<file path="src/include/sci_defines.svh">
`ifndef SCI_DEFINES_SVH
`define SCI_DEFINES_SVH
// Register byte addresses
`define SCI_A_CTRL     8'h00
`define SCI_A_MODE     8'h04
`define SCI_A_LOOPS    8'h08
`define SCI_A_SEGLEN   8'h0c
`define SCI_A_SWIDX    8'h10
`define SCI_A_STATUS   8'h14
`define SCI_A_INDEX    8'h18
// Control register bits
`define SCI_B_RUN      0
`define SCI_B_STOP     1
`define SCI_B_SWTRIG   2
`define SCI_B_SWENA    3
`define SCI_B_SWEVT    4
`define SCI_B_HWDIS    5
// Mode register fields
`define SCI_F_TMODE    1:0
`define SCI_B_ARMED    2
`define SCI_F_ADV      5:4
// Index layout
`define SCI_IDX_W      19
`define SCI_LO_W       13
`define SCI_HI_W       6
// Reset values
`define SCI_RST_LOOPS  16'h0001
`define SCI_RST_SEGLEN 16'h0010
`define SCI_RST_MODE   6'h00
// Bus answers
`define SCI_RESP_OK    2'h0
`define SCI_RESP_ERR   2'h2
`endif

</file>
<file path="src/include/sci_pkg.sv">
package sci_pkg;
  typedef enum logic [1:0] {
    SCI_TRG_CONT = 2'b00,
    SCI_TRG_TRIG = 2'b01,
    SCI_TRG_GATE = 2'b10
  } sci_trig_t;
  typedef enum logic [1:0] {
    SCI_ADV_AUTO = 2'b00,
    SCI_ADV_COND = 2'b01,
    SCI_ADV_REPT = 2'b10,
    SCI_ADV_SNGL = 2'b11
  } sci_adv_t;
  typedef enum logic [2:0] {
    SCI_ST_PROG = 3'b000,
    SCI_ST_OFFS = 3'b001,
    SCI_ST_PLAY = 3'b010,
    SCI_ST_WEVT = 3'b011,
    SCI_ST_HOLD = 3'b100
  } sci_state_t;
  typedef enum logic [1:0] {
    SCI_OUT_OFFSET = 2'b00,
    SCI_OUT_SAMPLE = 2'b01,
    SCI_OUT_LAST   = 2'b10
  } sci_out_t;
  typedef struct packed {
    sci_adv_t  adv;
    logic      armed;
    sci_trig_t tmode;
  } sci_mode_t;
  typedef struct packed {
    logic        sel;
    logic        load;
    logic [12:0] data;
  } sci_port_t;
endpackage

</file>
<file path="src/core/sci_ctrl_inputs.sv">
// Chosen here: the register offsets and the AXI4-Lite register port.
`include "sci_defines.svh"
`default_nettype none
module sci_ctrl_inputs
  import sci_pkg::*;
#(
  parameter int DAC_BITS = 14,
  parameter int CNT_W    = 16
)(
  input  wire logic                  MCLK,
  input  wire logic                  SYS_RST,
  input  wire logic [7:0]            S_AXI_AWADDR,
  input  wire logic                  S_AXI_AWVALID,
  output logic                       S_AXI_AWREADY,
  input  wire logic [31:0]           S_AXI_WDATA,
  input  wire logic [3:0]            S_AXI_WSTRB,
  input  wire logic                  S_AXI_WVALID,
  output logic                       S_AXI_WREADY,
  output logic [1:0]                 S_AXI_BRESP,
  output logic                       S_AXI_BVALID,
  input  wire logic                  S_AXI_BREADY,
  input  wire logic [7:0]            S_AXI_ARADDR,
  input  wire logic                  S_AXI_ARVALID,
  output logic                       S_AXI_ARREADY,
  output logic [31:0]                S_AXI_RDATA,
  output logic [1:0]                 S_AXI_RRESP,
  output logic                       S_AXI_RVALID,
  input  wire logic                  S_AXI_RREADY,
  input  wire logic [12:0]           IDX_DATA,
  input  wire logic                  IDX_SEL,
  input  wire logic                  IDX_LOAD,
  input  wire logic                  TRIG_GATE_IN,
  input  wire logic                  EVENT_IN,
  output logic [`SCI_IDX_W-1:0]      SEQ_INDEX,
  output logic                       SEQ_INDEX_STB,
  output logic [1:0]                 OUT_SEL,
  output logic [DAC_BITS-1:0]        OFFSET_CODE,
  output logic [CNT_W-1:0]           SEG_POS,
  output logic                       RUNNING
);
  // Mid-scale code: (max - min) / 2 with min code zero
  localparam logic [DAC_BITS-1:0] DAC_MAX = {DAC_BITS{1'b1}};
  localparam logic [DAC_BITS-1:0] MID_CODE = DAC_MAX >> 1;

  // Register state
  sci_mode_t              mode_q;
  logic [CNT_W-1:0]       loops_q;
  logic [CNT_W-1:0]       seglen_q;
  logic                   sw_ena_q;
  logic                   hw_dis_q;
  logic                   sw_prec_q;
  logic [`SCI_IDX_W-1:0]  sw_idx_q;
  logic [`SCI_HI_W-1:0]   hi_q;
  logic [`SCI_LO_W-1:0]   lo_q;
  logic [`SCI_IDX_W-1:0]  hw_idx_q;
  logic [`SCI_IDX_W-1:0]  idx_q;
  logic                   idx_stb_q;
  // Bus state
  logic                   aw_hold_q;
  logic                   w_hold_q;
  logic [7:0]             awaddr_q;
  logic [31:0]            wdata_q;
  logic                   bvalid_q;
  logic [1:0]             bresp_q;
  logic                   rvalid_q;
  logic [31:0]            rdata_q;
  logic [1:0]             rresp_q;
  // Port synchronisers
  sci_port_t              port_s1_q;
  sci_port_t              port_s2_q;
  logic                   load_prev_q;
  logic                   trig_prev_q;
  // Sequencer state
  sci_state_t             state_q;
  logic [CNT_W-1:0]       pos_q;
  logic [CNT_W-1:0]       pass_q;
  logic                   evt_q;
  logic                   arm_wait_q;
  logic                   gate_stop_q;
  logic [1:0]             out_sel_q;

  // Write channel: address and data accepted in either order
  wire wr_go   = aw_hold_q && w_hold_q && !bvalid_q;
  wire wr_ctrl = wr_go && (awaddr_q == `SCI_A_CTRL);
  wire wr_mode = wr_go && (awaddr_q == `SCI_A_MODE);
  wire wr_lps  = wr_go && (awaddr_q == `SCI_A_LOOPS);
  wire wr_len  = wr_go && (awaddr_q == `SCI_A_SEGLEN);
  wire wr_swi  = wr_go && (awaddr_q == `SCI_A_SWIDX);
  wire wr_hit  = wr_ctrl || wr_mode || wr_lps || wr_len || wr_swi;
  assign S_AXI_AWREADY = !aw_hold_q;
  assign S_AXI_WREADY  = !w_hold_q;
  assign S_AXI_BVALID  = bvalid_q;
  assign S_AXI_BRESP   = bresp_q;
  assign S_AXI_ARREADY = !rvalid_q;
  assign S_AXI_RVALID  = rvalid_q;
  assign S_AXI_RDATA   = rdata_q;
  assign S_AXI_RRESP   = rresp_q;

  // Byte lane merge for writes; unchanged lanes keep old contents
  function automatic logic [31:0] merge(input logic [31:0] old,
                                        input logic [31:0] nw,
                                        input logic [3:0]  strb);
    logic [31:0] r;
    r = old;
    for (int i = 0; i < 4; i++)
    begin
      if (strb[i])
        r[i*8 +: 8] = nw[i*8 +: 8];
    end
    return r;
  endfunction

  // Mode word into its fields; bit 3 of the word is unused
  function automatic sci_mode_t mode_of(input logic [5:0] w);
    sci_mode_t m;
    m.adv   = sci_adv_t'(w[`SCI_F_ADV]);
    m.armed = w[`SCI_B_ARMED];
    m.tmode = sci_trig_t'(w[`SCI_F_TMODE]);
    return m;
  endfunction

  logic [3:0] wstrb_q;
  wire [31:0] ctrl_old = {26'h0, hw_dis_q, 1'b0, sw_ena_q, 3'h0};
  wire [31:0] ctrl_new = merge(ctrl_old, wdata_q, wstrb_q);
  wire [31:0] mode_rd  = {26'h0, mode_q.adv, 1'b0, mode_q.armed,
                          mode_q.tmode};
  wire [31:0] mode_new = merge(mode_rd, wdata_q, wstrb_q);
  wire [31:0] lps_new  = merge({{(32-CNT_W){1'b0}}, loops_q}, wdata_q,
                               wstrb_q);
  wire [31:0] len_new  = merge({{(32-CNT_W){1'b0}}, seglen_q}, wdata_q,
                               wstrb_q);
  wire [31:0] swi_new  = merge({13'h0, sw_idx_q}, wdata_q, wstrb_q);

  // Software command pulses, only on a real write to control
  wire sw_run  = wr_ctrl && ctrl_new[`SCI_B_RUN];
  wire sw_stop = wr_ctrl && ctrl_new[`SCI_B_STOP];
  wire sw_trig = wr_ctrl && ctrl_new[`SCI_B_SWTRIG];
  wire sw_evt  = wr_ctrl && ctrl_new[`SCI_B_SWEVT];

  always_ff @(posedge MCLK)
  begin
    if (SYS_RST)
    begin
      aw_hold_q <= 1'b0;
      w_hold_q  <= 1'b0;
      awaddr_q  <= 8'h00;
      wdata_q   <= 32'h0;
      wstrb_q   <= 4'h0;
      bvalid_q  <= 1'b0;
      bresp_q   <= `SCI_RESP_OK;
    end
    else
    begin
      if (S_AXI_AWVALID && !aw_hold_q)
      begin
        aw_hold_q <= 1'b1;
        awaddr_q  <= S_AXI_AWADDR;
      end
      if (S_AXI_WVALID && !w_hold_q)
      begin
        w_hold_q <= 1'b1;
        wdata_q  <= S_AXI_WDATA;
        wstrb_q  <= S_AXI_WSTRB;
      end
      if (wr_go)
      begin
        bvalid_q  <= 1'b1;
        bresp_q   <= wr_hit ? `SCI_RESP_OK : `SCI_RESP_ERR;
        aw_hold_q <= 1'b0;
        w_hold_q  <= 1'b0;
      end
      else if (bvalid_q && S_AXI_BREADY)
        bvalid_q <= 1'b0;
    end
  end

  // Register file
  always_ff @(posedge MCLK)
  begin
    if (SYS_RST)
    begin
      mode_q    <= mode_of(`SCI_RST_MODE);
      loops_q   <= CNT_W'(`SCI_RST_LOOPS);
      seglen_q  <= CNT_W'(`SCI_RST_SEGLEN);
      sw_ena_q  <= 1'b0;
      hw_dis_q  <= 1'b0;
      sw_idx_q  <= '0;
    end
    else
    begin
      if (wr_ctrl)
      begin
        sw_ena_q <= ctrl_new[`SCI_B_SWENA];
        hw_dis_q <= ctrl_new[`SCI_B_HWDIS];
      end
      if (wr_mode)
        mode_q <= mode_of(mode_new[5:0]);
      if (wr_lps)
        loops_q <= lps_new[CNT_W-1:0];
      if (wr_len)
        seglen_q <= len_new[CNT_W-1:0];
      if (wr_swi)
        sw_idx_q <= swi_new[`SCI_IDX_W-1:0];
    end
  end

  // Read path, one cycle after the address is taken
  wire [7:0] ra = S_AXI_ARADDR;
  wire [31:0] status_w = {8'h0, 2'h0, arm_wait_q, evt_q, 1'b0,
                          state_q, 16'(pass_q)};
  logic [31:0] rd_w;
  logic        rd_hit;
  always_comb
  begin
    rd_hit = 1'b1;
    if (ra == `SCI_A_CTRL)
      rd_w = ctrl_old;
    else if (ra == `SCI_A_MODE)
      rd_w = mode_rd;
    else if (ra == `SCI_A_LOOPS)
      rd_w = {{(32-CNT_W){1'b0}}, loops_q};
    else if (ra == `SCI_A_SEGLEN)
      rd_w = {{(32-CNT_W){1'b0}}, seglen_q};
    else if (ra == `SCI_A_SWIDX)
      rd_w = {13'h0, sw_idx_q};
    else if (ra == `SCI_A_STATUS)
      rd_w = status_w;
    else if (ra == `SCI_A_INDEX)
      rd_w = {13'h0, idx_q};
    else
    begin
      rd_w   = 32'h0;
      rd_hit = 1'b0;
    end
  end

  always_ff @(posedge MCLK)
  begin
    if (SYS_RST)
    begin
      rvalid_q <= 1'b0;
      rdata_q  <= 32'h0;
      rresp_q  <= `SCI_RESP_OK;
    end
    else if (S_AXI_ARVALID && !rvalid_q)
    begin
      rvalid_q <= 1'b1;
      rdata_q  <= rd_w;
      rresp_q  <= rd_hit ? `SCI_RESP_OK : `SCI_RESP_ERR;
    end
    else if (rvalid_q && S_AXI_RREADY)
      rvalid_q <= 1'b0;
  end

  // Two-stage synchroniser for the index port; load edges seen past the second stage, trigger edges on the raw input
  always_ff @(posedge MCLK)
  begin
    if (SYS_RST)
    begin
      port_s1_q   <= '0;
      port_s2_q   <= '0;
      load_prev_q <= 1'b0;
      trig_prev_q <= 1'b0;
    end
    else
    begin
      port_s1_q   <= {IDX_SEL, IDX_LOAD, IDX_DATA};
      port_s2_q   <= port_s1_q;
      load_prev_q <= port_s2_q.load;
      trig_prev_q <= TRIG_GATE_IN;
    end
  end

  // Strobe edge and trigger/gate/event merge with software
  wire load_rise = port_s2_q.load && !load_prev_q;
  wire hi_load   = load_rise && port_s2_q.sel;
  wire lo_load   = load_rise && !port_s2_q.sel;
  wire trig_ev   = (TRIG_GATE_IN && !trig_prev_q) || sw_trig;
  wire gate_lvl  = TRIG_GATE_IN || sw_ena_q;
  wire gate_fall = !TRIG_GATE_IN && trig_prev_q;
  wire ena_lvl   = TRIG_GATE_IN || sw_ena_q;
  wire evt_in    = EVENT_IN || sw_evt;
  wire hw_take   = lo_load && !hw_dis_q && !sw_prec_q;

  // Index holders; only a lower-part load or a software index write passes the index on
  always_ff @(posedge MCLK)
  begin
    if (SYS_RST)
    begin
      hi_q      <= '0;
      lo_q      <= '0;
      hw_idx_q  <= '0;
      idx_q     <= '0;
      idx_stb_q <= 1'b0;
      sw_prec_q <= 1'b0;
    end
    else
    begin
      idx_stb_q <= 1'b0;
      if (hi_load)
        hi_q <= port_s2_q.data[`SCI_HI_W-1:0];
      if (lo_load)
      begin
        lo_q     <= port_s2_q.data;
        hw_idx_q <= {hi_q, port_s2_q.data};
      end
      if (wr_swi)
      begin
        sw_prec_q <= 1'b1;
        idx_q     <= swi_new[`SCI_IDX_W-1:0];
        idx_stb_q <= 1'b1;
      end
      else if (hw_take)
      begin
        idx_q     <= {hi_q, port_s2_q.data};
        idx_stb_q <= 1'b1;
      end
      if (wr_ctrl && ctrl_new[`SCI_B_HWDIS])
        sw_prec_q <= 1'b0;
    end
  end

  // Segment timing helpers
  wire start_ok  = !mode_q.armed || ena_lvl;
  wire seg_end   = (state_q == SCI_ST_PLAY) &&
                   (pos_q == seglen_q - CNT_W'(1));
  wire last_pass = (pass_q == loops_q - CNT_W'(1));
  wire trig_go   = (mode_q.tmode == SCI_TRG_GATE) ?
                   (gate_lvl && !trig_prev_q) : trig_ev;
  wire consume   = evt_q &&
                   (((state_q == SCI_ST_WEVT)) ||
                    (seg_end && mode_q.adv == SCI_ADV_COND));

  // Sequencer state machine; stop wins over everything but reset
  always_ff @(posedge MCLK)
  begin
    if (SYS_RST)
    begin
      state_q     <= SCI_ST_PROG;
      pos_q       <= '0;
      pass_q      <= '0;
      arm_wait_q  <= 1'b0;
      gate_stop_q <= 1'b0;
    end
    else if (sw_stop)
    begin
      state_q <= SCI_ST_PROG;
      pos_q   <= '0;
    end
    else
    begin
      case (state_q)
        SCI_ST_PROG:
          if (sw_run)
          begin
            state_q    <= SCI_ST_OFFS;
            arm_wait_q <= mode_q.armed;
            pass_q     <= '0;
            pos_q      <= '0;
          end
        SCI_ST_OFFS, SCI_ST_HOLD:
          if (mode_q.tmode == SCI_TRG_CONT && state_q == SCI_ST_OFFS)
            state_q <= SCI_ST_PLAY;
          else if (mode_q.tmode != SCI_TRG_CONT && trig_go && start_ok)
          begin
            state_q     <= SCI_ST_PLAY;
            pass_q      <= '0;
            pos_q       <= '0;
            gate_stop_q <= 1'b0;
          end
        SCI_ST_PLAY:
        begin
          // Triggers here fall through unused
          if (mode_q.tmode == SCI_TRG_GATE && gate_fall)
          begin
            gate_stop_q <= 1'b1;
            pass_q      <= '0;
          end
          if (arm_wait_q && mode_q.tmode == SCI_TRG_CONT && ena_lvl)
            arm_wait_q <= 1'b0;
          pos_q <= seg_end ? '0 : pos_q + CNT_W'(1);
          if (seg_end)
          begin
            if (arm_wait_q && mode_q.tmode == SCI_TRG_CONT)
              pass_q <= '0;
            else if (mode_q.tmode == SCI_TRG_CONT)
              pass_q <= last_pass ? '0 : pass_q + CNT_W'(1);
            else if (mode_q.tmode == SCI_TRG_GATE && !gate_stop_q)
              pass_q <= '0;
            else if (mode_q.adv == SCI_ADV_COND)
              pass_q <= '0;
            else if (mode_q.adv == SCI_ADV_SNGL)
            begin
              state_q <= SCI_ST_WEVT;
              pass_q  <= pass_q + CNT_W'(1);
            end
            else
            begin
              // Last pass counted too, so status shows all loops done
              pass_q <= pass_q + CNT_W'(1);
              if (last_pass && mode_q.adv == SCI_ADV_REPT)
                state_q <= SCI_ST_WEVT;
              else if (last_pass)
                state_q <= SCI_ST_HOLD;
            end
          end
        end
        SCI_ST_WEVT:
          if (evt_q)
            state_q <= (mode_q.adv == SCI_ADV_SNGL && pass_q != loops_q) ?
                       SCI_ST_PLAY : SCI_ST_HOLD;
        default:
          state_q <= SCI_ST_PROG;
      endcase
    end
  end

  // Event latch; a new event in the consuming cycle is kept
  always_ff @(posedge MCLK)
  begin
    if (SYS_RST)
      evt_q <= 1'b0;
    else if (evt_in)
      evt_q <= 1'b1;
    else if (consume)
      evt_q <= 1'b0;
  end

  // Output selection, registered
  always_ff @(posedge MCLK)
  begin
    if (SYS_RST)
      out_sel_q <= SCI_OUT_OFFSET;
    else if (state_q == SCI_ST_PLAY)
      out_sel_q <= SCI_OUT_SAMPLE;
    else if (state_q == SCI_ST_WEVT || state_q == SCI_ST_HOLD)
      out_sel_q <= SCI_OUT_LAST;
    else
      out_sel_q <= SCI_OUT_OFFSET;
  end

  assign SEQ_INDEX     = idx_q;
  assign SEQ_INDEX_STB = idx_stb_q;
  assign OUT_SEL       = out_sel_q;
  assign OFFSET_CODE   = MID_CODE;
  assign SEG_POS       = pos_q;
  assign RUNNING       = (state_q != SCI_ST_PROG);
endmodule
`default_nettype wire

</file>
<file path="config.mk">
export PLATFORM = sky130hd
export DESIGN_NAME = sci_ctrl_inputs
export DESIGN_NICKNAME = d
export VERILOG_FILES = /design/src/include/sci_pkg.sv /design/src/core/sci_ctrl_inputs.sv
export VERILOG_INCLUDE_DIRS = /design/src /design/src/include
export SDC_FILE = /design/constraint.sdc
export NUM_CORES = 1
export LEC_CHECK = 0
export BUFFER_PORTS_ARGS = -buffer_cell sky130_fd_sc_hd__buf_2
export CAP_MARGIN = 20
export CORE_UTILIZATION = 30
export DETAILED_ROUTE_END_ITERATION = 8
export PLACE_DENSITY_LB_ADDON = 0.15
export SLEW_MARGIN = 0
export SYNTH_ARGS = -nofsm -noshare
export SYNTH_HDL_FRONTEND = slang
export SYNTH_SLANG_ARGS = --single-unit
</file>
<file path="constraint.sdc">
create_clock -name MCLK -period 3.1 [get_ports MCLK]
set_clock_uncertainty 0.15 [all_clocks]
set_input_delay 0.62 -clock MCLK [delete_from_list [all_inputs] [get_ports MCLK]]
set_output_delay 0.62 -clock MCLK [all_outputs]
set_load 0.1 [all_outputs]
</file>
==> impl_results.rst, run 1 <==
.. list-table::
   :header-rows: 1

   * - Metric
     - Value
   * - Most common cell after layout, fill and taps aside
     - dfxtp_1
   * - Final cycle utilization of the critical path
     - 1.03
   * - Maximum number of pins on one net before global-route repair
     - 87
   * - Initial standard-cell utilization of the core
     - 0.304
   * - Num ports
     - 170
   * - Fmax
     - 314 MHz
   * - Register clock-pin slew on the reported worst setup and hold paths
     - 0.06 ns
   * - Total of max-cap violations
     - 0
   * - Post-route DRC violation count
     - 0
   * - Worst slew margin relative to its limit
     - 0.402
   * - Clock tree from TritonCTS
     - done
   * - Hold buffer count at cts
     - 0
   * - Cell with the most instances on the worst path
     - a2111oi_4
   * - Unrepaired setup endpoints after global routing
     - true
   * - Average wire per standard cell
     - 18.1 microns
   * - Number of violations reported at the end of detailed-routing iteration 0
     - 582
   * - Setup CP Type
     - flip-flop to flip-flop
   * - Flops & latches, synth
     - 214
   * - Top FF cell, synth
     - dfxtp_1
   * - IR drop worst, VDD
     - 0.307 mV
   * - Main combinational cell family by area after synthesis
     - simple AND/OR/NAND/NOR gates
   * - Clock period minus worst slack
     - 3.18 ns
   * - Number of sinks handled by clock tree synthesis
     - 214
   * - Floorplan core area
     - 34500 sq um
   * - Number of core rows
     - 68
   * - Number of antenna violations at the first check in global routing
     - 1
   * - Clock latency on the worst-skew pair
     - 0.52 ns
   * - Number of global-route vias before repair
     - 9216
   * - Pleak
     - 5.25 nW
   * - Hold Path Class
     - input pin to flip-flop
   * - Setup violations, final
     - 16
   * - CP Data Required Time
     - 3.40 ns
   * - Wire length of the first global-routing pass
     - 54600 microns
   * - XOR/XNOR Fraction of Synth Area
     - 0.0508
   * - Clock buffer depth
     - 3
   * - Type of element launching the critical path
     - flip-flop
   * - Placed Cells
     - 1910
   * - Worst path slowest cell
     - or4_4
   * - Post-synthesis adder-cell area fraction
     - 0.00476
   * - First drt pass iteration count
     - 5
   * - Failing checks
     - negative setup slack
   * - Htree depth
     - 1
   * - Die height
     - 189 microns
   * - Routed Antenna Nets
     - 0
   * - Commonest cells after routing, fill and taps aside
     - 208 x dfxtp_1, 145 x nor2_1, 140 x nand2_1, 133 x buf_4, 127 x buf_2
   * - Final Util
     - 0.387
   * - Number of buffer and inverter instances along the worst setup path
     - 1
   * - Post-route worst hold slack
     - 0.131 ns
   * - Pin slew with the least headroom to its limit
     - 0.897 ns
   * - Number of buffers inserted by port buffering
     - 128
   * - Mapped Area
     - 10500 sq um
   * - PD cells
     - 497 nW/um^2
   * - Cells after Synth
     - 1290
   * - Number of hold-slack violations in the final timing report
     - 0
   * - Nets@finish
     - 1569
   * - Number of CTS-inserted buffers
     - 25
   * - Final weighted congestion in routability-driven placement
     - 0.869
   * - Synth cell types
     - 75
   * - Asr flop ratio synth
     - 0
   * - Critical-path cell list
     - or4_4 > buf_6 > a2111oi_4 > o2111ai_2 > a2111oi_4 > nand4_4 > a21o_4 > or4b_4 > a21oi_2
   * - Die extent in x
     - 189 microns
   * - Clock Root Buffer
     - clkbuf_16
   * - Crit path largest cell delay
     - 0.55 ns
   * - Overall fraction of global-route tracks in use
     - 0.195
   * - Portion of netlist area occupied by mux cells
     - 0.0658
   * - Vias/cell
     - 4.95
   * - Post-Synthesis Mean Instance Area
     - 8.15 sq um
   * - Final WL
     - 35500 microns
   * - Peak fanout along the critical path
     - 6
   * - GR Overflow Total
     - 0
   * - Total die area
     - 35800 sq um
   * - Number of synthesized flops with an enable pin
     - 0
   * - Worst Setup Slack, final
     - -0.0806 ns
   * - Nature of the critical path endpoint
     - flip-flop
   * - Share of layout cells above drive strength 1
     - 0.233
   * - Max-slew violation total from the final report
     - 0
   * - Via count of the routed design
     - 9702
   * - Fraction of the mapped netlist area in compound gates
     - 0.176
   * - Post-Synth Simple-Gate Area
     - 0.229
   * - Number of antenna diodes
     - 0
   * - Area grow syn2layout
     - 27.3%
   * - Worst slack, placed
     - -0.260 ns
   * - Layout Cells excl Fill
     - 1959
   * - HPWL after detailed placement
     - 26900 microns
   * - Filler Cell Count
     - 3659
   * - Run status
     - complete, but fails checks
   * - Data arrival time of the critical path
     - 3.49 ns
   * - Top Family by Delay on Critical Path
     - compound AO/OA/AOI/OAI gates
   * - Seq/Total Area, Yosys
     - 0.408
   * - Setup_tns
     - -0.695 ns
   * - Number of warnings reported in the yosys synthesis log
     - 0
-- cell families after synthesis --
family	Yosys count
other	2
XOR/XNOR	61
buffers and inverters	146
adder cells (fa/ha/maj)	4
flip-flops	214
AO/OA/AOI/OAI	301
multiplexers	69
AND/OR/NAND/NOR	493
-- Yosys cell counts (all sizes together) (16+ instances only) --
master  count  area share
xnor2      34       0.028
nor2      145       0.052
mux2i      68       0.065
dfxtp     214        0.41
buf        36       0.026
clkbuf     83       0.030
o22ai      16      0.0095
xor2       27       0.023
nor3       27       0.013
nand3      36       0.017
nor2b      40       0.024
inv        27      0.0096
o21ai      63       0.030
nand2     140       0.050
a21oi     126       0.060
o211ai     21       0.015
-- through the flow --
| stage | cell area (sq um) | total power, mW |
|---|---|---|
| 2_1_floorplan | 10600 | 3.46 |
| 3_3_place_gp | 12300 | 3.64 |
| 3_5_place_dp | 12300 | 3.64 |
| 4_1_cts | 13200 | 6.71 |
| 5_1_grt | 13400 | 6.88 |
| 6_report | 13400 | 6.65 |
-- sequential cells by signal (all words and copies together) (netlist names), 6 cells and up --
| name | count |
|---|---|
| wdata_q | 19 |
| S_AXI_RDATA | 21 |
| pass_q | 16 |
| seglen_q | 16 |
| SEG_POS | 16 |
| port_s2_q | 15 |
| SEQ_INDEX | 19 |
| hi_q | 6 |
| loops_q | 16 |
| sw_idx_q | 19 |
| awaddr_q | 8 |
| port_s1_q | 15 |
-- layout make-up --
cell class / instances / area, sq um / share of cell area
repair buffers: 266 / 1740 / 0.130
clock inverters: 7 / 135 / 0.0101
well taps: 455 / 569 / 0.0426
flip-flops and latches: 214 / 4290 / 0.321
multi-input cells: 955 / 5830 / 0.436
clock buffers: 35 / 703 / 0.0526
inverters: 27 / 101 / 0.00758
-- metal layers --
layer  share of wire  vias up  track usage
met5         0.00031        -            0
met4           0.023        2       0.0543
li1                -     4863            -
met2            0.46      220        0.322
met1            0.47     4565        0.267
met3           0.039       52       0.0241
-- path summary, 6_finish.rpt --
check,startpoint,to,slack [ns],depth (start not counted)
hold reg to reg,port_s1_q[2],port_s2_q[2],0.28,1
setup reg to reg,seglen_q[5],pass_q[13],-0.08,9
hold / removal,S_AXI_RREADY,S_AXI_RVALID,0.13,2
setup / recovery,seglen_q[5],pass_q[13],-0.08,9
-- where the power goes --
part,internal [mW],total [mW],switching (mW)
clock,1.90,3.05,1.16
combinational,0.174,0.716,0.542
sequential,2.82,2.88,0.0620
total,4.89,6.65,1.76
-- repair_timing --
item	in CTS	in global routing
pin swaps	12	19
setup endpoints to repair	19	25
gates resized for setup	16	23
gates cloned	0	1
buffers inserted	2	4
No activity file was read; power rests on OpenSTA's default activity.
==> run 2, diff against run 1 <==
CORE_ASPECT_RATIO = 1.2   (was unset)
==> impl_results.rst, run 2 (same netlist as run 1, synthesis figures left out) <==
.. list-table::
   :header-rows: 1

   * - Metric
     - Value
   * - Filler Cell Count
     - 3600 (-1.6%)
   * - Overall fraction of global-route tracks in use
     - 0.201 (+0.00515)
   * - Top Family by Delay on Critical Path
     - simple AND/OR/NAND/NOR gates
   * - Layout Cell Area excl Fill
     - 13400 sq um (+0.49%)
   * - Most common cell after layout, fill and taps aside
     - dfxtp_1
   * - Hold Path Class
     - input pin to flip-flop
   * - Relative contribution of sequential cells to total power
     - 0.429 (-0.004)
   * - Number of hold-slack violations in the final timing report
     - 0 (unchanged)
   * - Htree depth
     - 1 (unchanged)
   * - Clock tree from TritonCTS
     - done
   * - Num ports
     - 170 (unchanged)
   * - Pin slew with the least headroom to its limit
     - 0.797 ns (-0.100 ns)
   * - Initial standard-cell utilization of the core
     - 0.307 (+0.00253)
   * - Clock period minus worst slack
     - 3.11 ns (-0.0691 ns)
   * - Hold buffer count at cts
     - 0 (unchanged)
   * - Clock Root Buffer
     - clkbuf_16
   * - Die extent in x
     - 173 microns (-8.6%)
   * - Standard cell area after detailed placement
     - 12300 sq um (+0.21%)
   * - Critical-path cell list
     - or4_1 > nor4_4 > buf_4 > a2111oi_1 > nor3_2 > nand2_1 > a21o_4 > or4b_4 > a21oi_2
   * - Final cycle utilization of the critical path
     - 1.00 (-0.0223)
   * - GR Overflow Total
     - 0 (unchanged)
   * - Failing checks
     - negative setup slack
   * - First drt pass iteration count
     - 8 (+3)
   * - Number of flip-flops in the largest register
     - 21 (unchanged)
   * - Max-slew violation total from the final report
     - 0 (unchanged)
   * - Launch point of the worst path
     - awaddr_q[0]
   * - Die height
     - 207 microns (+9.4%)
   * - Number of buffers inserted by port buffering
     - 128 (unchanged)
   * - PD cells
     - 501 nW/um^2 (+0.70%)
   * - Final WL
     - 36800 microns (+3.7%)
   * - Number of buffer and inverter instances along the worst setup path
     - 1 (unchanged)
   * - Unrepaired setup endpoints after global routing
     - true
   * - Number of global-route vias before repair
     - 9491 (+3.0%)
   * - Run status
     - complete, but fails checks
   * - Register clock-pin slew on the reported worst setup and hold paths
     - 0.06 ns (about the same)
   * - HPWL after detailed placement
     - 28000 microns (+3.8%)
   * - Area grow syn2layout
     - 27.9%
   * - Number of antenna diodes
     - 0 (unchanged)
   * - Pleak
     - 5.25 nW (about the same)
   * - Nets@finish
     - 1569 (unchanged)
   * - Total power consumption of the routed design
     - 6.73 mW (+1.2%)
   * - Setup violations, final
     - 1 (-15)
   * - Peak fanout along the critical path
     - 6 (unchanged)
   * - Post-route DRC violation count
     - 0 (unchanged)
   * - Maximum number of pins on one net before global-route repair
     - 73 (-16%)
   * - Number of violations reported at the end of detailed-routing iteration 0
     - 543 (-6.7%)
   * - Clock network power share
     - 0.468 (+0.009)
   * - Data arrival time of the critical path
     - 3.44 ns (-0.05 ns)
   * - Number of core rows
     - 74 (+8.8%)
   * - Nature of the critical path endpoint
     - flip-flop
   * - Worst min-delay path startpoint
     - S_AXI_RREADY
   * - Area occupied by multi-input gates
     - 5870 sq um (+0.67%)
   * - Total die area
     - 35800 sq um (about the same)
   * - Crit path largest cell delay
     - 0.63 ns (+0.08 ns)
   * - Fmax
     - 321 MHz (+2.2%)
   * - Combinational share of power
     - 0.104 (-0.004)
   * - Sw Ratio
     - 0.273 (+0.00807)
   * - Start of the worst register-to-register path
     - awaddr_q[0]
   * - IR drop worst, VDD
     - 0.338 mV (+10%)
   * - Type of element launching the critical path
     - flip-flop
   * - Vias/cell
     - 4.99 (+0.74%)
   * - Clock latency on the worst-skew pair
     - 0.55 ns (+0.03 ns)
   * - Total of max-cap violations
     - 0 (unchanged)
   * - Via count of the routed design
     - 9799 (+1.0%)
   * - Worst Setup Slack, final
     - -0.0115 ns (+0.0691 ns)
   * - Setup CP Type
     - flip-flop to flip-flop
   * - Floorplan core area
     - 34300 sq um (-0.83%)
   * - Average wire per standard cell
     - 18.8 microns (+3.5%)
   * - Final weighted congestion in routability-driven placement
     - 0.892 (+2.6%)
   * - Cell internal pwr
     - 4.89 mW (about the same)
   * - Commonest cells after routing, fill and taps aside
     - 207 x dfxtp_1, 145 x nor2_1, 140 x nand2_1, 132 x buf_4, 127 x buf_2
   * - Switching power
     - 1.84 mW (+4.3%)
   * - Share of layout cells above drive strength 1
     - 0.243 (+0.00999)
   * - Worst slew margin relative to its limit
     - 0.467 (+0.0654)
   * - Number of CTS-inserted buffers
     - 25 (unchanged)
   * - CP Data Required Time
     - 3.43 ns (+0.03 ns)
   * - Wire length of the first global-routing pass
     - 56100 microns (+2.7%)
   * - Worst path slowest cell
     - or4_1
   * - Setup_tns
     - -0.0115 ns (+0.684 ns)
   * - Seq. cell area
     - 4300 sq um (about the same)
   * - Number of sinks handled by clock tree synthesis
     - 214 (unchanged)
   * - Number of antenna violations at the first check in global routing
     - 0 (-1)
   * - Routed Antenna Nets
     - 0 (unchanged)
   * - Clock buffer depth
     - 3 (unchanged)
==> run 2: cell type report <==
type / count / share of cell area
Tap cell: 456 / 0.0425
Clock inverter: 14 / 0.0155
Inverter: 27 / 0.00773
Sequential cell: 214 / 0.320
Clock buffer: 32 / 0.0485
Timing Repair Buffer: 266 / 0.130
Multi-Input combinational cell: 955 / 0.437
==> run 2: power groups by stage <==
stage	clock network, mW	registers (mW)	logic [mW]
3_3_place_gp	0	2.94	0.692
5_1_grt	3.34	2.89	0.744
4_1_cts	3.22	2.88	0.697
3_5_place_dp	0	2.94	0.693
2_1_floorplan	0	3.03	0.431
6_report	3.15	2.88	0.699
==> run 2: final timing paths <==
kind,cells after the start,slack (ns),end
worst max-delay path,9,-0.01,pass_q[13]
worst min register to register,1,0.28,port_s2_q[3]
worst min-delay path,2,0.11,S_AXI_RVALID
worst max register to register,9,-0.01,pass_q[13]
==> run 2: worst register-to-register path: cells and delay by family (launching register included) <==
kind | cells | cell delay [ns]
compound gates | 3 | 0.54
simple gates | 5 | 1.86
flops | 1 | 0.31
buf+inv | 1 | 0.21
==> run 2: metrics by stage <==
step	hold slack [ns]	utilization	std cells	worst slack [ns]
finish	0.108	0.392	1964	-0.0115
detailed placement	0.273	0.359	1913	-0.190
floorplan	0.264	-	1315	-0.107
CTS	0.0831	0.387	1961	-0.0122
global placement	0.267	0.359	1913	-0.147
global route	0.0979	0.392	1964	-0.0968
==> run 2: repair_timing <==
action,4_1_cts,5_1_grt
endpoints found under the setup margin,19,31
buffers inserted,2,3
endpoints found under the hold margin,0,0
gates resized for setup,15,41
pin swaps,13,15
==> run 2: metal layers <==
layer | vias up | global-route usage | wire length (microns)
met5 | - | 0 | 0
met4 | 0 | 0.0885 | 1430
met3 | 58 | 0.0237 | 1490
met2 | 260 | 0.350 | 17900
met1 | 4617 | 0.247 | 16000
li1 | 4864 | - | -
==> run 3, diff against run 2 <==
CORE_MARGIN = 10   (was unset)
==> impl_results.rst, run 3 (same netlist as run 1, synthesis figures left out) <==
.. list-table::
   :header-rows: 1

   * - Metric
     - Value
   * - Post-route DRC violation count
     - 0 (unchanged)
   * - Setup CP Type
     - flip-flop to flip-flop
   * - Run status
     - complete, but fails checks
   * - Number of buffers inserted by port buffering
     - 128 (unchanged)
   * - Total of max-cap violations
     - 0 (unchanged)
   * - Maximum number of pins on one net before global-route repair
     - 122 (+67%)
   * - Total die area
     - 43000 sq um (+20%)
   * - Number of hold-slack violations in the final timing report
     - 0 (unchanged)
   * - Average wire per standard cell
     - 19.6 microns (+4.4%)
   * - PD cells
     - 496 nW/um^2 (-0.83%)
   * - Htree depth
     - 1 (unchanged)
   * - Register clock-pin slew on the reported worst setup and hold paths
     - 0.06 ns (about the same)
   * - Failing checks
     - negative setup slack
   * - Max-slew violation total from the final report
     - 0 (unchanged)
   * - Routed Antenna Nets
     - 0 (unchanged)
   * - Clock buffer depth
     - 3 (unchanged)
   * - Most common cell after layout, fill and taps aside
     - dfxtp_1
   * - CP Data Required Time
     - 3.42 ns (about the same)
   * - Hold buffer count at cts
     - 0 (unchanged)
   * - HPWL after detailed placement
     - 29800 microns (+6.4%)
   * - Worst slack, placed
     - -0.220 ns (-0.0296 ns)
   * - Peak fanout along the critical path
     - 6 (unchanged)
   * - Number of global-route vias before repair
     - 9714 (+2.3%)
   * - Post-route worst hold slack
     - 0.122 ns (+0.0143 ns)
   * - Num ports
     - 170 (unchanged)
   * - GR Overflow Total
     - 0 (unchanged)
   * - Area grow syn2layout
     - 28.6%
   * - Nets@finish
     - 1571 (+0.13%)
   * - Fmax
     - 318 MHz (-1.1%)
   * - Worst slew margin relative to its limit
     - 0.481 (+0.0131)
   * - Die extent in x
     - 191 microns (+10%)
   * - Data arrival time of the critical path
     - 3.47 ns (+0.03 ns)
   * - Layout Cell Area excl Fill
     - 13500 sq um (+0.55%)
   * - Number of sinks handled by clock tree synthesis
     - 214 (unchanged)
   * - Floorplan core area
     - 34800 sq um (+1.6%)
   * - Number of core rows
     - 75 (+1.4%)
   * - Nature of the critical path endpoint
     - flip-flop
   * - Setup violations, final
     - 9 (+8)
   * - Clock Root Buffer
     - clkbuf_16
   * - Standard cell area after detailed placement
     - 12300 sq um (about the same)
   * - Final WL
     - 38600 microns (+4.8%)
   * - Pleak
     - 5.30 nW (+0.85%)
   * - Final weighted congestion in routability-driven placement
     - 0.915 (+2.6%)
   * - Share of layout cells above drive strength 1
     - 0.249 (+0.00647)
   * - Type of element launching the critical path
     - flip-flop
   * - Filler Cell Count
     - 3655 (+1.5%)
   * - Number of antenna diodes
     - 0 (unchanged)
   * - Clock period minus worst slack
     - 3.15 ns (+0.0353 ns)
   * - Overall fraction of global-route tracks in use
     - 0.173 (-0.0274)
   * - Clock tree from TritonCTS
     - done
   * - Number of CTS-inserted buffers
     - 25 (unchanged)
   * - Vias/cell
     - 4.95 (-0.86%)
   * - Number of violations reported at the end of detailed-routing iteration 0
     - 587 (+8.1%)
   * - Final cycle utilization of the critical path
     - 1.02 (+0.0114)
   * - IR drop worst, VDD
     - 0.346 mV (+2.3%)
   * - Wire length of the first global-routing pass
     - 58200 microns (+3.9%)
   * - Number of flip-flops in the largest register
     - 21 (unchanged)
   * - Pin slew with the least headroom to its limit
     - 0.777 ns (-0.0197 ns)
   * - Commonest cells after routing, fill and taps aside
     - 207 x dfxtp_1, 145 x nor2_1, 140 x nand2_1, 133 x buf_4, 127 x buf_2
   * - Die height
     - 225 microns (+8.7%)
   * - Number of antenna violations at the first check in global routing
     - 0 (unchanged)
   * - Worst Setup Slack, final
     - -0.0468 ns (-0.0353 ns)
   * - Clock latency on the worst-skew pair
     - 0.53 ns (-0.02 ns)
   * - Unrepaired setup endpoints after global routing
     - true
   * - Initial standard-cell utilization of the core
     - 0.302 (-0.00491)
   * - Hold Path Class
     - input pin to flip-flop
   * - Via count of the routed design
     - 9749 (-0.51%)
   * - First drt pass iteration count
     - 5 (-3)
-- run 3: cell types whose count changed in the layout (fill, tap and decap cells not counted), sizes merged --
cell    delta
clkbuf     -3
bufinv     -2
clkinv     +2
inv        +2
buf        +2
-- run 3: per-stage QoR --
stage                     instances  setup TNS (ns)   util  power (mW)
final                          1971          -0.191  0.388        6.71
after global routing           1971           -1.82  0.388        6.95
after CTS                      1969         -0.0564  0.381        6.80
after detailed placement       1921           -3.31  0.354        3.64
after global placement         1921           -3.31  0.354        3.64
after floorplan                1315          -0.433      -        3.46
-- run 3: repair_timing --
item                       in CTS  in global routing
setup buffers                   3                  2
pin swaps                      14                 11
cloned                          0                  0
setup endpoints to repair      19                 26
gates resized for setup        19                 46
-- run 3: metal layers --
layer  GRT usage  up-vias  share of wire
li1            -     4874              -
met1       0.211     4648           0.43
met2       0.308      181           0.50
met3      0.0232       46          0.039
met4      0.0509        0          0.026
met5           0        -              0
-- run 3: cell type report --
type                       instances  area, sq um  area share
inverter                          27          101     0.00750
sequential                       214         4300       0.318
multi-input combinational        955         5920       0.438
clock buffer                      29          672      0.0497
clock inverter                    16          193      0.0143
timing repair buffer             268         1750       0.130
tap                              462          578      0.0428
-- run 3: final timing paths --
kind / from / endpoint / slack [ns] / depth (start not counted)
worst min register to register: port_s1_q[2] / port_s2_q[2] / 0.29 / 1
worst max register to register: seglen_q[4] / pass_q[9] / -0.05 / 11
worst min-delay path: S_AXI_RREADY / S_AXI_RVALID / 0.12 / 2
worst max-delay path: seglen_q[4] / pass_q[9] / -0.05 / 11
-- run 3: power by group --
| group | total, mW | switching [mW] | internal (mW) |
|---|---|---|---|
| sequential | 2.88 | 0.0667 | 2.82 |
| clock | 3.12 | 1.29 | 1.83 |
| combinational | 0.707 | 0.540 | 0.167 |
-- run 3: worst max-delay path, stage by stage, from the launching register on --
cell and delay [ns]:
dfxtp_1 0.31, or4_4 0.60, buf_4 0.18, nor4_4 0.21, buf_4 0.16, a31oi_1 0.07, a21oi_1 0.20, buf_4 0.16
nand4_4 0.13, a21o_4 0.28, or4b_4 0.52, a21oi_2 0.12
